<file path="src/rtl/ebs_pkg.sv">
package ebs_pkg;
  // ----------------------------------------
  // Clock and timing
  // ----------------------------------------
  localparam int CLK_MHZ      = 250;
  localparam int INT_CLK_MHZ  = 5;
  localparam int INT_DIV      = CLK_MHZ / INT_CLK_MHZ;
  localparam int CONV_NS_BIT  = 600;
  localparam int CONV_CYC     = (CONV_NS_BIT * CLK_MHZ + 999) / 1000;
  localparam int SAR_TICKS    = 2;
  localparam int TOS_NS       = 12400;
  localparam int TOS_CYC      = TOS_NS * CLK_MHZ / 1000;
  localparam int TOR_NS       = 51000;
  localparam int TOR_CYC      = TOR_NS * CLK_MHZ / 1000;
  localparam int CNT_W        = 20;

  // ----------------------------------------
  // Software register map and fields
  // ----------------------------------------
  localparam logic [7:0]  REG_CTRL   = 8'h00;
  localparam logic [7:0]  REG_CFG    = 8'h04;
  localparam logic [7:0]  REG_LIM    = 8'h08;
  localparam logic [7:0]  REG_STAT   = 8'h0C;
  localparam logic [7:0]  REG_TEMP   = 8'h10;
  localparam int          CTRL_BISS  = 0;
  localparam int          CTRL_VAR   = 1;
  localparam int          CFG_ST     = 0;
  localparam int          CFG_MT     = 8;
  localparam int          CFG_IP     = 16;
  localparam int          LIM_LO     = 0;
  localparam int          LIM_HI     = 8;
  localparam logic [31:0] CTRL_RST   = 32'h0000_0000;
  localparam logic [31:0] CFG_RST    = 32'h0000_0C0D;
  localparam logic [31:0] LIM_RST    = 32'h0000_C20E;

  // ----------------------------------------
  // Temperature codes, CRC generators
  // ----------------------------------------
  localparam logic [7:0]  TEMP_ZERO  = 8'h40;
  localparam logic [7:0]  WARN_LO_A  = 8'h13;
  localparam logic [7:0]  WARN_HI_A  = 8'hA9;
  localparam logic [7:0]  WARN_LO_B  = 8'h2C;
  localparam logic [7:0]  WARN_HI_B  = 8'hBD;
  localparam logic [6:0]  CRC6_POLY  = 7'h43;
  localparam logic [4:0]  CRC4_POLY  = 5'h13;

  // ----------------------------------------
  // Register-mode, CRC and SSI frame lengths
  // ----------------------------------------
  localparam logic [4:0]  RX_BITS    = 5'd16;
  localparam logic [4:0]  WR_BITS    = 5'd13;
  localparam logic [6:0]  RD_BITS    = 7'd13;
  localparam logic [6:0]  CRC6_BITS  = 7'd6;
  localparam logic [6:0]  SSI_EXTRA  = 7'd12;

  typedef enum logic [2:0] {
    EBS_IDLE, EBS_START, EBS_SENSE, EBS_SHIFT,
    EBS_REG_RX, EBS_REG_RD, EBS_REG_WR, EBS_TAIL
  } ebs_state_e;
endpackage : ebs_pkg

</file>
<file path="src/rtl/ebs_crc_ser.sv">
`timescale 1ns/1ps
module ebs_crc_ser #(
  parameter int         W    = 6,
  parameter logic [6:0] POLY = ebs_pkg::CRC6_POLY
) (
  input  wire logic         i_clk,
  input  wire logic         i_rst_b,
  input  wire logic         i_clr,
  input  wire logic         i_en,
  input  wire logic         i_bit,
  output logic [W-1:0]      o_crc
);
  import ebs_pkg::*;

  initial begin
    if (W < 2 || W > 6) $error("ebs_crc_ser: W out of range");
  end

  typedef struct packed {
    logic [W-1:0] crc;
  } ebs_crc_s;

  ebs_crc_s q;
  ebs_crc_s n;
  logic     fb;

  // Zero start, message shifted MSB first; zero tail is implicit
  always_comb begin
    n  = q;
    fb = i_bit ^ q.crc[W-1];
    if (i_clr) begin
      n.crc = '0;
    end else if (i_en) begin
      n.crc = {q.crc[W-2:0], 1'b0} ^ (fb ? POLY[W-1:0] : '0);
    end
  end

  always_ff @(posedge i_clk) begin
    if (!i_rst_b) begin
      q <= '0;
    end else begin
      q <= n;
    end
  end

  assign o_crc = q.crc;
endmodule : ebs_crc_ser

</file>
<file path="src/rtl/ebs_slave.sv">
// The placing of the registers and strobed register access were chosen for this implementation.
`timescale 1ns/1ps
module ebs_slave #(
  parameter logic [2:0]  SLAVE_ID   = 3'b000,
  parameter int          REG_DEPTH  = 16,
  parameter int          TOR_CYCLES = ebs_pkg::TOR_CYC,
  parameter int          NVM_RD_CYC = 104000,
  parameter int          NVM_WR_CYC = 50000
) (
  input  wire logic        i_clk,
  input  wire logic        i_rst_b,
  input  wire logic        i_ma,
  output logic             o_slo,
  input  wire logic [23:0] i_st_pos,
  input  wire logic [23:0] i_mt_pos,
  input  wire logic [7:0]  i_temp,
  input  wire logic        i_led_over,
  input  wire logic [7:0]  i_addr,
  input  wire logic [31:0] i_wdata,
  input  wire logic        i_wr,
  input  wire logic        i_rd,
  output logic [31:0]      o_rdata,
  output logic             o_temp_alarm
);
  import ebs_pkg::*;

  localparam int IW = $clog2(REG_DEPTH);

  initial begin
    if (REG_DEPTH < 2 || REG_DEPTH > 128 || (1 << IW) != REG_DEPTH)
      $error("ebs_slave: REG_DEPTH must be a power of two up to 128");
    if (TOR_CYCLES < TOS_CYC || TOR_CYCLES > 65535)
      $error("ebs_slave: TOR_CYCLES out of range");
    if (NVM_RD_CYC < 1 || NVM_RD_CYC >= (1 << CNT_W) || NVM_WR_CYC < 1 ||
        NVM_WR_CYC >= (1 << CNT_W))
      $error("ebs_slave: NVM counts out of range");
  end

  // ----------------------------------------
  // State
  // ----------------------------------------
  typedef struct packed {
    logic             ma1;
    logic             ma2;
    logic             mad;
    ebs_state_e       st;
    logic             slo;
    logic             ack;
    logic             regm;
    logic             phcrc;
    logic             got;
    logic [63:0]      sh;
    logic [6:0]       left;
    logic [5:0]       div;
    logic [15:0]      conv;
    logic [15:0]      tmr;
    logic [15:0]      hi;
    logic [15:0]      per;
    logic [4:0]       bitn;
    logic [15:0]      rx;
    logic [7:0]       addr8;
    logic             hit;
    logic [CNT_W-1:0] wait_c;
    logic [CNT_W-1:0] nvm;
    logic [7:0]       nva;
    logic [7:0]       nvd;
    logic [31:0]      ctrl;
    logic [31:0]      cfg;
    logic [31:0]      lim;
    logic [31:0]      rdata;
    logic             talarm;
  } ebs_core_s;

  ebs_core_s   q;
  ebs_core_s   n;
  logic [7:0]  mem [2*REG_DEPTH];
  logic        we;
  logic [IW:0] widx;
  logic [7:0]  wd;
  logic        crc_clr;
  logic        crc_en;
  logic [5:0]  crc6;
  logic        rise;
  logic        tmo;
  logic        warn;
  logic [15:0] tlim;

  // ----------------------------------------
  // Helpers
  // ----------------------------------------
  function automatic logic [3:0] crc4_byte(input logic [7:0] d);
    logic [3:0] c;
    logic       fb;
    c = '0;
    for (int i = 7; i >= 0; i--) begin
      fb = d[i] ^ c[3];
      c  = {c[2:0], 1'b0} ^ (fb ? CRC4_POLY[3:0] : 4'h0);
    end
    return c;
  endfunction : crc4_byte

  function automatic logic [63:0] put(input logic [63:0] acc, input logic [63:0] v,
                                      input logic [6:0] w, input logic [6:0] pos);
    return acc | ((v & ~({64{1'b1}} << w)) << (7'd64 - pos - w));
  endfunction : put

  function automatic logic [6:0] align_bits(input logic [4:0] stb);
    case (stb)
      5'd15:   return 7'd2;
      5'd16:   return 7'd1;
      5'd18:   return 7'd6;
      5'd19:   return 7'd5;
      5'd20:   return 7'd4;
      5'd21:   return 7'd3;
      5'd22:   return 7'd2;
      5'd23:   return 7'd1;
      default: return 7'd0;
    endcase
  endfunction : align_bits

  function automatic logic [IW:0] ridx(input logic [7:0] a);
    return {a[7], a[IW-1:0]};
  endfunction : ridx

  ebs_crc_ser #(
    .W    (6),
    .POLY (CRC6_POLY)
  ) u_crc6 (
    .i_clk   (i_clk),
    .i_rst_b (i_rst_b),
    .i_clr   (crc_clr),
    .i_en    (crc_en),
    .i_bit   (q.sh[63]),
    .o_crc   (crc6)
  );

  // Only the second sampler stage and its delay are ever looked at
  assign rise = q.ma2 & ~q.mad;
  assign tlim = q.regm ? TOR_CYCLES[15:0] : TOS_CYC[15:0];
  assign tmo  = q.ma2 & q.mad & (q.tmr >= tlim);
  assign warn = q.ctrl[CTRL_VAR] ? (i_temp < WARN_LO_B || i_temp > WARN_HI_B)
                                 : (i_temp < WARN_LO_A || i_temp > WARN_HI_A);

  // ----------------------------------------
  // Next state
  // ----------------------------------------
  always_comb begin
    logic [63:0] acc;
    logic [6:0]  p;
    logic [6:0]  mtb;
    logic [6:0]  stb;
    logic        bit_v;
    logic [7:0]  rdb;
    acc     = '0;
    p       = '0;
    mtb     = {2'b00, q.cfg[CFG_MT +: 5]};
    stb     = {2'b00, q.cfg[CFG_ST +: 5]};
    bit_v   = ({q.hi[14:0], 1'b0} > q.per);
    rdb     = mem[ridx(q.addr8)];
    n       = q;
    we      = 1'b0;
    widx    = '0;
    wd      = '0;
    crc_clr = 1'b0;
    crc_en  = 1'b0;

    n.ma1 = i_ma;
    n.ma2 = q.ma1;
    n.mad = q.ma2;
    n.div = (q.div == 6'(INT_DIV - 1)) ? 6'd0 : q.div + 6'd1;
    n.tmr = (q.ma2 != q.mad) ? 16'd0 : (q.tmr == 16'hFFFF ? q.tmr : q.tmr + 16'd1);
    n.per = q.per + 16'd1;
    n.hi  = q.ma2 ? q.hi + 16'd1 : q.hi;
    n.talarm = (i_temp < q.lim[LIM_LO +: 8]) || (i_temp > q.lim[LIM_HI +: 8]);

    // Conversion: BiSS counts system cycles, SSI counts internal ticks
    if (q.conv != 16'd0) begin
      if (q.ctrl[CTRL_BISS] || q.div == 6'(INT_DIV - 1)) begin
        n.conv = q.conv - 16'd1;
      end
    end

    // Background write into the backed half of the register space
    if (q.nvm != '0) begin
      n.nvm = q.nvm - 1'b1;
      if (q.nvm == CNT_W'(1)) begin
        we   = 1'b1;
        widx = ridx(q.nva);
        wd   = q.nvd;
      end
    end
    if (q.wait_c != '0) begin
      n.wait_c = q.wait_c - 1'b1;
    end

    // Pulse-width sampling restarts on every rising edge
    if (rise) begin
      n.per = 16'd0;
      n.hi  = 16'd0;
      n.got = 1'b1;
    end

    case (q.st)
      EBS_IDLE: begin
        n.slo  = 1'b1;
        n.regm = 1'b0;
        if (!q.ma2 && q.mad) begin
          acc = put(acc, 64'(i_mt_pos), mtb, p);
          p   = p + mtb;
          acc = put(acc, 64'(i_st_pos), stb, p);
          p   = p + stb + align_bits(q.cfg[CFG_ST +: 5]);
          acc = put(acc, 64'(i_led_over), 7'd1, p);
          p   = p + 7'd1;
          acc = put(acc, 64'(warn), 7'd1, p);
          p   = p + 7'd1;
          if (!q.ctrl[CTRL_BISS]) begin
            acc = put(acc, 64'({i_temp, ~crc4_byte(i_temp)}), SSI_EXTRA, p);
            p   = p + SSI_EXTRA;
          end
          n.sh    = acc;
          n.left  = p;
          n.phcrc = 1'b0;
          n.ack   = 1'b0;
          n.got   = 1'b0;
          n.conv  = q.ctrl[CTRL_BISS]
                  ? 16'(CONV_CYC * (q.cfg[CFG_IP +: 3] + 1))
                  : 16'(SAR_TICKS * (q.cfg[CFG_IP +: 3] + 1));
          crc_clr = 1'b1;
          n.st    = EBS_START;
        end
      end

      EBS_START: begin
        if (q.ctrl[CTRL_BISS] && !q.ma2 && q.tmr >= TOS_CYC[15:0]) begin
          n.slo  = 1'b0;
          n.regm = 1'b1;
          n.got  = 1'b0;
          n.bitn = '0;
          n.st   = EBS_REG_RX;
        end else if (rise) begin
          if (q.ctrl[CTRL_BISS]) begin
            n.st = EBS_SENSE;
          end else begin
            // Master is trusted to respect the conversion time here
            n.slo  = q.sh[63];
            n.sh   = {q.sh[62:0], 1'b0};
            n.left = q.left - 7'd1;
            n.st   = EBS_SHIFT;
          end
        end
      end

      EBS_SENSE: begin
        if (tmo) begin
          n.st = EBS_IDLE;
        end else if (rise) begin
          if (!q.ack) begin
            n.slo = 1'b0;
            n.ack = 1'b1;
          end else if (q.conv == 16'd0) begin
            n.slo = 1'b1;
            n.st  = EBS_SHIFT;
          end
        end
      end

      EBS_SHIFT: begin
        if (tmo) begin
          n.st = EBS_IDLE;
        end else if (rise) begin
          if (q.left != 7'd0) begin
            n.slo  = q.sh[63];
            n.sh   = {q.sh[62:0], 1'b0};
            n.left = q.left - 7'd1;
            crc_en = q.ctrl[CTRL_BISS] && !q.phcrc;
          end else if (q.ctrl[CTRL_BISS] && !q.phcrc && !q.regm) begin
            n.slo   = ~crc6[5];
            n.sh    = {~crc6[4:0], 59'd0};
            n.left  = CRC6_BITS - 7'd1;
            n.phcrc = 1'b1;
          end else begin
            n.slo = 1'b0;
            n.st  = EBS_TAIL;
          end
        end
      end

      EBS_REG_RX: begin
        if (tmo) begin
          n.st = EBS_IDLE;
        end else if (rise && q.got) begin
          n.rx   = {q.rx[14:0], bit_v};
          n.bitn = q.bitn + 5'd1;
          if (q.bitn + 5'd1 == RX_BITS) begin
            n.addr8  = {q.rx[11], q.rx[10:4]};
            n.hit    = (q.rx[13:12] == SLAVE_ID[2:1]);
            n.bitn   = '0;
            n.wait_c = q.rx[11] ? CNT_W'(NVM_RD_CYC) : '0;
            n.st     = q.rx[3] ? EBS_REG_WR : EBS_REG_RD;
          end
        end
      end

      EBS_REG_RD: begin
        if (tmo) begin
          n.st = EBS_IDLE;
        end else if (rise) begin
          if (!q.hit) begin
            n.st = EBS_TAIL;
          end else if (q.wait_c == '0) begin
            n.slo   = 1'b1;
            n.sh    = {rdb, ~crc4_byte(rdb), 52'd0};
            n.left  = RD_BITS - 7'd1;
            n.phcrc = 1'b1;
            n.st    = EBS_SHIFT;
          end
        end
      end

      EBS_REG_WR: begin
        if (tmo) begin
          n.st = EBS_IDLE;
        end else if (rise && q.got) begin
          n.slo  = bit_v;
          n.rx   = {q.rx[14:0], bit_v};
          n.bitn = q.bitn + 5'd1;
          if (q.bitn + 5'd1 == WR_BITS) begin
            n.st = EBS_TAIL;
            if (q.hit && {q.rx[2:0], bit_v} == ~crc4_byte(q.rx[10:3])) begin
              if (q.addr8[7]) begin
                if (q.nvm == '0) begin
                  n.nvm = CNT_W'(NVM_WR_CYC);
                  n.nva = q.addr8;
                  n.nvd = q.rx[10:3];
                end
              end else begin
                we   = 1'b1;
                widx = ridx(q.addr8);
                wd   = q.rx[10:3];
              end
            end
          end
        end
      end

      EBS_TAIL: begin
        if (rise) begin
          n.slo = 1'b0;
        end
        if (tmo) begin
          n.slo = 1'b1;
          n.st  = EBS_IDLE;
        end
      end

      default: begin
        n.st = EBS_IDLE;
      end
    endcase

    // Timeout in mid-frame returns the line high at once
    if (tmo && q.st != EBS_IDLE && q.st != EBS_TAIL) begin
      n.slo = 1'b1;
    end

    // Software port; read data stands for one cycle only
    if (i_wr) begin
      if (i_addr == REG_CTRL) begin
        n.ctrl = i_wdata;
      end else if (i_addr == REG_CFG) begin
        n.cfg = i_wdata;
      end else if (i_addr == REG_LIM) begin
        n.lim = i_wdata;
      end
    end
    n.rdata = '0;
    if (i_rd) begin
      if (i_addr == REG_CTRL) begin
        n.rdata = q.ctrl;
      end else if (i_addr == REG_CFG) begin
        n.rdata = q.cfg;
      end else if (i_addr == REG_LIM) begin
        n.rdata = q.lim;
      end else if (i_addr == REG_STAT) begin
        n.rdata = {25'd0, q.nvm != '0, q.regm, q.st != EBS_IDLE,
                   q.conv == 16'd0, warn, i_led_over, q.talarm};
      end else if (i_addr == REG_TEMP) begin
        n.rdata = {24'd0, i_temp};
      end
    end
  end

  // ----------------------------------------
  // Registers
  // ----------------------------------------
  always_ff @(posedge i_clk) begin
    if (!i_rst_b) begin
      q      <= '0;
      q.st   <= EBS_IDLE;
      q.slo  <= 1'b1;
      q.ma1  <= 1'b1;
      q.ma2  <= 1'b1;
      q.mad  <= 1'b1;
      q.ctrl <= CTRL_RST;
      q.cfg  <= CFG_RST;
      q.lim  <= LIM_RST;
    end else begin
      q <= n;
    end
  end

  always_ff @(posedge i_clk) begin
    if (we) begin
      mem[widx] <= wd;
    end
  end

  assign o_slo        = q.slo;
  assign o_rdata      = q.rdata;
  assign o_temp_alarm = q.talarm;
endmodule : ebs_slave

</file>
<file path="config.mk">
export PLATFORM = sky130hd
export DESIGN_NAME = ebs_slave
export DESIGN_NICKNAME = d
export VERILOG_FILES = /design/src/rtl/ebs_pkg.sv /design/src/rtl/ebs_crc_ser.sv /design/src/rtl/ebs_slave.sv
export SDC_FILE = /design/constraint.sdc
export NUM_CORES = 2
export LEC_CHECK = 0
export BUFFER_PORTS_ARGS = -buffer_cell sky130_fd_sc_hd__buf_2
export CAP_MARGIN = 20
export CORE_MARGIN = 3
export CORE_UTILIZATION = 57
export DETAILED_ROUTE_END_ITERATION = 8
export PLACE_DENSITY = 0.89
export REMOVE_ABC_BUFFERS = 1
export SETUP_SLACK_MARGIN = 0.1
export SYNTH_ARGS = -nofsm -noshare
export SYNTH_HDL_FRONTEND = slang
export SYNTH_HIERARCHICAL = 1
export SYNTH_SLANG_ARGS = --single-unit
export TNS_END_PERCENT = 30
</file>
<file path="constraint.sdc">
create_clock -name i_clk -period 5.1 [get_ports i_clk]
set_input_delay 1.02 -clock i_clk [delete_from_list [all_inputs] [get_ports i_clk]]
set_output_delay 1.02 -clock i_clk [all_outputs]
set_load 0.05 [all_outputs]
</file>
# ---- Word level (Yosys, flattened, before mapping)
# Memories as Yosys holds them, arrays and structs flattened. A register that Yosys moved wholly into a read port is not among the register bits.
# Index checks and enable logic that the tools add are counted.
# W data, S select, Z words.
dict set report totals {
  register_bits 372
  ramBits 256
  mem_bits_ro 96
  input_bits 102
  out_inout_bits 34
  elab_cells 408
  mem_count 2
}
# name words word_bits read_ports rd_ports_with_merged_regs write_ports line_no
set memory_table {}
lappend memory_table {mem 32 8 1 1 1 ebs_slave.sv:76} ;# logic [7:0] mem [2*REG_DEPTH];
lappend memory_table {{(name not given)} 32 3 1 1 0 ebs_slave.sv:108} ;# case (stb)
dict set report classes {
  add_sub_neg 23
  multipliers 1
  n_lt_le_gt_ge 9
  eq_ne 56
  shift 7
  n_mux 162
  bitwise 65
  reduce_logical 53
}
# op n
set ops {}
lappend ops {{$mux W71} 11}
lappend ops {{$pmux W71 S4} 1}
lappend ops {{$or A64 B64 Y64} 4}
lappend ops {{$mux W36} 7}
lappend ops {{$and A24 B64 Y64} 2}
lappend ops {{$not A64 Y64} 2}
lappend ops {{$shl A1 B7 Y64} 2}
lappend ops {{$shl A64 B5 Y64 const A} 2}
lappend ops {{$shl A64 B7 Y64} 2}
lappend ops {{$mux W50} 2}
lappend ops {{$mux W32} 3}
lappend ops {{$mux W16} 5}
lappend ops {{$mux W8} 10}
lappend ops {{$mux W5} 15}
lappend ops {{$mux W73} 1}
lappend ops {{$xor A4 B2 Y4} 18}
lappend ops {{$mux W64} 1}
lappend ops {{$shl A12 B7 Y64} 1}
lappend ops {{$mux W20} 3}
lappend ops {{$mux W2} 27}
lappend ops {{$ne A3 B3 Y1 const B} 17}
lappend ops {{$add A16 B1 Y16 const B} 3}
lappend ops {{$mux W21} 2}
lappend ops {{$logic_not A20 Y1} 2}
lappend ops {{82 further kinds} 233}

# ---- Longest topological paths before layout
dict set report depth {
  depth_word 29
  depth_mapped 20
  ltp_nobuf 17
}

# ---- Hierarchy
# Netlist, hierarchy kept.
# mod n_inst cells_each area_per_inst_um2 seq_area_each_um2
set by_module_without_submodules {}
lappend by_module_without_submodules {ebs_slave 1 4070 36535.0 15014.4}
lappend by_module_without_submodules {ebs_crc_ser 1 25 271.5 120.1}

# ---- Worst setup path before layout
# Ideal clock, no wire load.
dict set report synth_path {
  path_kind {flip-flop to flip-flop}
  startpoint {register q[74] (netlist name)}
  endpoint {register q[348] (netlist name)}
  setup_ns 0.133
  arrival_ns 5.257
  t_required_ns 4.967
  path_slack_ns -0.290
  stages_incl_launch_ff 20
  n_path_buf 4
  synth_period_minus_slack_ns 5.390
  cell_sequence {dfxtp_1 clkbuf_1 clkbuf_1 inv_1 fa_1 inv_1 ha_1 fa_1 clkbuf_1 and3_1 a211oi_1 xnor2_1 ha_1 a21oi_1 xnor3_1 clkbuf_1 mux2_2 nor3b_1 o41ai_1 a31oi_1}
}
dict set report synth_via {
  elab_chain_cells 11
  elab_cells_between_ends 27
  cone_classes {add/sub: 12; shift: 6; mux: 3; bitwise: 6}
}
# element line_no
set synth_rtl {}
lappend synth_rtl {{start, declared} ebs_slave.sv:74} ;# ebs_core_s q;
lappend synth_rtl {{start signal, assigned} ebs_slave.sv:408} ;# q <= n;
lappend synth_rtl {{$add A5 B5 Y6 or $shl A64 B5 Y64 (tied branches)} {ebs_slave.sv:211, ebs_slave.sv:104}}
lappend synth_rtl {{$add A6 B7 Y7 or $not A64 Y64 (tied branches)} {ebs_slave.sv:211, ebs_slave.sv:104}}
lappend synth_rtl {{$add A7 B1 Y7 (tied with other cells)} ebs_slave.sv:213} ;# p = p + 7'd1;
lappend synth_rtl {{$add A7 B1 Y7 (tied with other cells)} ebs_slave.sv:215} ;# p = p + 7'd1;
lappend synth_rtl {{$sub A7 B7 Y7 (tied with other cells)} ebs_slave.sv:104} ;# return acc | ((v & ~({64{1'b1}} << w)) << (7'd64 - pos - w));
lappend synth_rtl {{$sub A7 B4 Y7 (tied with other cells)} ebs_slave.sv:104}
lappend synth_rtl {{$shl A12 B7 Y64 or $or A64 B64 Y64 (tied branches)} ebs_slave.sv:104}
lappend synth_rtl {{$or A64 B64 Y64} ebs_slave.sv:104}
lappend synth_rtl {{$mux W64 (*)} ebs_slave.sv:216} ;# if (!q.ctrl[CTRL_BISS]) begin
lappend synth_rtl {{$mux W73 (*)} ebs_slave.sv:207} ;# if (!q.ma2 && q.mad) begin
lappend synth_rtl {{$pmux W71 S4 (*)} ebs_slave.sv:203} ;# case (q.st)
# Every way passes the cells marked *; elsewhere a longest branch is shown, timed or not. The select of a mux whose other input is x is not followed.
# A chain may end at the register's enable or synchronous reset.

# ---- Final worst setup path
dict set report layout_path {
  startpoint {register q[66] (netlist name)}
  endpoint {register q[350] (netlist name)}
}
# The elaborated chain is that of the path after synthesis.

==> impl_metrics.tcl <==
set metrics [dict create \
    status "finished clean" \
    rr_startpoint "q[66]$_SDFFE_PN0P_" \
    seqPwrFrac_pct 42.6 \
    grt_usage_pct 35.8 \
    start_util_pct 58.0 \
    setup_viol 0 \
    reg2reg_slack_ns 0.30 \
    rsz0062_at_grt "no" \
    crit_path_start_kind "flip-flop" \
    ys_ff_latch 628 \
    synth.area.mux_share_pct 8.82 \
    final_common_cell "nand2_1" \
    clock-sinks 628 \
    worstSetupStartpoint "q[66]$_SDFFE_PN0P_" \
    io_buffer_count 135 \
    end_kind "flip-flop" \
    period_needed_ns 4.80 \
    drv_slew 0 \
    layout_common_cells "493 x nand2_1, 370 x dfxtp_1, 358 x nor2_1" \
    synth_ff_type "dfxtp_1" \
    worstPathArrival_ns 5.34 \
    hold_viol 0 \
    dp_hpwl_microns 87800 \
    multiInputGateArea_sq_um 20000 \
    dr.pass1.iters 7 \
    drt_iter0_drc 4554 \
    vias 34005 \
    cpPeakStageDelay_ns 0.60 \
    internal_power_uw 9050 \
    switching_share_pct 31.6 \
    area_delta_synth_final_pct 11.0 \
    rows 92 \
    dp.cells 4944 \
    worstMarginPinSlew_ns 1.07 \
    core-area_sq_um 63400 \
    timing.max_cap.violations 0 \
    synth_top_family_by_area "compound AO/OA/AOI/OAI gates" \
    crit_type "reg -> reg" \
    postSynthAreaPerCell_sq_um 8.99 \
    finalCritPeriodShare_pct 94.1 \
    worst_hold_slack_ns 0.446 \
    drcViolationCount 0 \
    skew_ns 0.0706 \
    cts_root_buf "clkbuf_16" \
    cts_made_buffers 61 \
    crit_path_max_fanout 6 \
    synthDistinctLibCells 95 \
    final-seq-area_sq_um 15100 \
    netSwitchingPower_uw 4180 \
    ys_async_sr_fraction_pct 0 \
    yosys.area_share.xor_xnor_pct 4.18 \
    final_area_sq_um 40800 \
    synth_cells 4095 \
    post_drt_wl_per_cell_microns 24.7 \
    grt_max_degree 131 \
    p_leak_uw 0.0141 \
    min_path_type "reg -> reg" \
    fillers 4837 \
    cts_tree "yes" \
    reg2regPathDepth 17 \
    cts_resized 1 \
    max_slew_margin_pct 28.4 \
    place_congestion 1.03 \
    drive_above_1_share_pct 14.1 \
    synth_area_sq_um 36800 \
    synth_edf_count 256 \
    crit_path_top_delay_cell "fa_1" \
    grt_pass1_vias 32267 \
    cp_cell_sequence "inv_1 -> fa_1 -> inv_1 -> ha_1 -> fa_1 -> and3_1 -> a211oi_2 -> xnor2_1 -> ha_1 -> a21oi_2 -> buf_4 -> xnor3_1 -> nand3_1 -> o211ai_1 -> nor4bb_1 -> o41ai_1 -> a21oi_1" \
    grt_pass1_wl_microns 189000 \
    path_buf_inv 3 \
    cts_buffer_depth 3 \
    die_area_sq_um 67700 \
    power_density_nw_per_um2 324 \
    wirelength_microns 125000 \
    hold_buffers 0 \
    clkTransAtPathRegs_ns 0.06 \
    worstHoldStart "n[365]$_SDFF_PN1_" \
    final_antenna_net_count 0 \
    whs_endpoint "n[364]$_SDFF_PN1_" \
    setup_tns_ns 0 \
    ys_seq_area_share_pct 41.1 \
    reg2reg_to "q[350]$_SDFFE_PN0P_" \
    fmax_mhz 208 \
    yosys.area_share.simple_pct 18.5 \
    synth_compound_area_share_pct 19.0 \
    io_pins 136 \
    holdPathStages 1 \
    die_w_microns 260 \
    synthAdderAreaFrac_pct 3.56 \
    die_h_microns 260 \
    peakVddDrop_mv 0.354 \
    place_area_sq_um 38800 \
    cp_top_family "adder cells" \
    h-tree-depth 2 \
    routed_via_density 6.73 \
    grt-ovfl-total 0 \
    fin_nets 4365 \
    yosys_warnings 6 \
    antenna_found_initial 5 \
    clkPwrFrac_pct 34.8 \
    critPathRequiredTime_ns 5.64 \
    insertion_delay_ns 0.69 \
    cts_setup_buffers 0 \
    final_cells 5056 \
    comb_power_share_pct 22.6 \
]
## layout make-up
cell class | instances | area share (%)
tap | 846 | 2.59
sequential | 628 | 37.1
clock inverter | 30 | 0.870
clock buffer | 78 | 4.10
timing repair buffer | 325 | 5.29
antenna | 3 | 0.0184
multi-input combinational | 3031 | 49.0
inverter | 115 | 1.07
## logic make-up after synthesis
family | after synthesis
compound gates | 1088
buf+inv | 436
xor+xnor | 166
flops | 628
simple gates | 1449
mux | 227
fa+ha+maj | 101
## flip-flops by register name (all words and copies together) (netlist names), named ones only
name,cells
q,322
mem,256
o_rdata,32
u_crc6/o_crc,6
n,2
o_slo,1
o_temp_alarm,1
## worst max path at each step
stage | to | cells past startpoint
3_3_place_gp | q[349]$_SDFFE_PN0P_ | 16
4_1_cts | q[350]$_SDFFE_PN0P_ | 17
6_report | q[350]$_SDFFE_PN0P_ | 17
2_1_floorplan | q[346]$_SDFFE_PN0P_ | 11
5_1_grt | q[350]$_SDFFE_PN0P_ | 17
3_5_place_dp | q[350]$_SDFFE_PN0P_ | 17
## stage by stage
| stage | setup slack (ns) | power [uW] | util, % |
|---|---|---|---|
| final | 0.299 | 13200 | 64.4 |
| after global routing | 0.105 | 13700 | 64.4 |
| after CTS | 0.224 | 13100 | 64.3 |
| after detailed placement | 0.0700 | 8570 | 61.1 |
| after global placement | 0.147 | 8490 | 61.1 |
| after floorplan | -1.50 | 7580 | - |
## cell usage after synthesis (all sizes together), types with 8 or more instances
master   count  share of area [%]
and3        70                1.2
nand3      150                2.0
nor3        84                1.2
mux2i      122                3.3
a2bb2oi     16               0.38
and2        19               0.32
o31ai       23               0.47
inv        111                1.1
a221oi      24               0.57
a211oi      50                1.0
clkbuf     243                2.5
a211o       15               0.36
o21ai      185                2.5
nand2      495                5.1
a31oi       49               0.87
mux4        75                4.6
nand2b      41               0.72
or2         18               0.31
nor2b       27               0.46
dfxtp      372                 20
a32o         8               0.22
nand3b      13               0.27
nor3b       10               0.20
nor4        47               0.89
o211ai      47               0.96
ha          95                3.2
nand4       44               0.75
mux2        30               0.92
o41ai       10               0.24
xor2        58                1.4
a22oi       50                1.0
o21a        23               0.47
o22ai       71                1.2
o221ai      29               0.69
edfxtp     256                 21
or4         16               0.33
nor2       358                3.7
o32ai        8               0.19
buf         78                1.2
or3         33               0.57
xnor2      103                2.5
a21o        24               0.49
a21oi      357                4.9
## power groups by stage
| stage | clock network, uW | registers (uW) | logic, uW |
|---|---|---|---|
| after CTS | 4630 | 5620 | 2890 |
| final | 4600 | 5630 | 2990 |
| after global placement | 0 | 5710 | 2770 |
| after detailed placement | 0 | 5720 | 2840 |
| after global routing | 4810 | 5650 | 3210 |
| after floorplan | 0 | 5690 | 1880 |
## routing by layer
metal  track usage (%)  vias up  wire, microns
met1              44.9    16200          46300
met2              58.0     2066          58100
li1                  -    15208              -
met3              6.64      527          12000
met5                 0        -             26
met4              20.5        4           8440
Power figures use the tool's default switching activity.
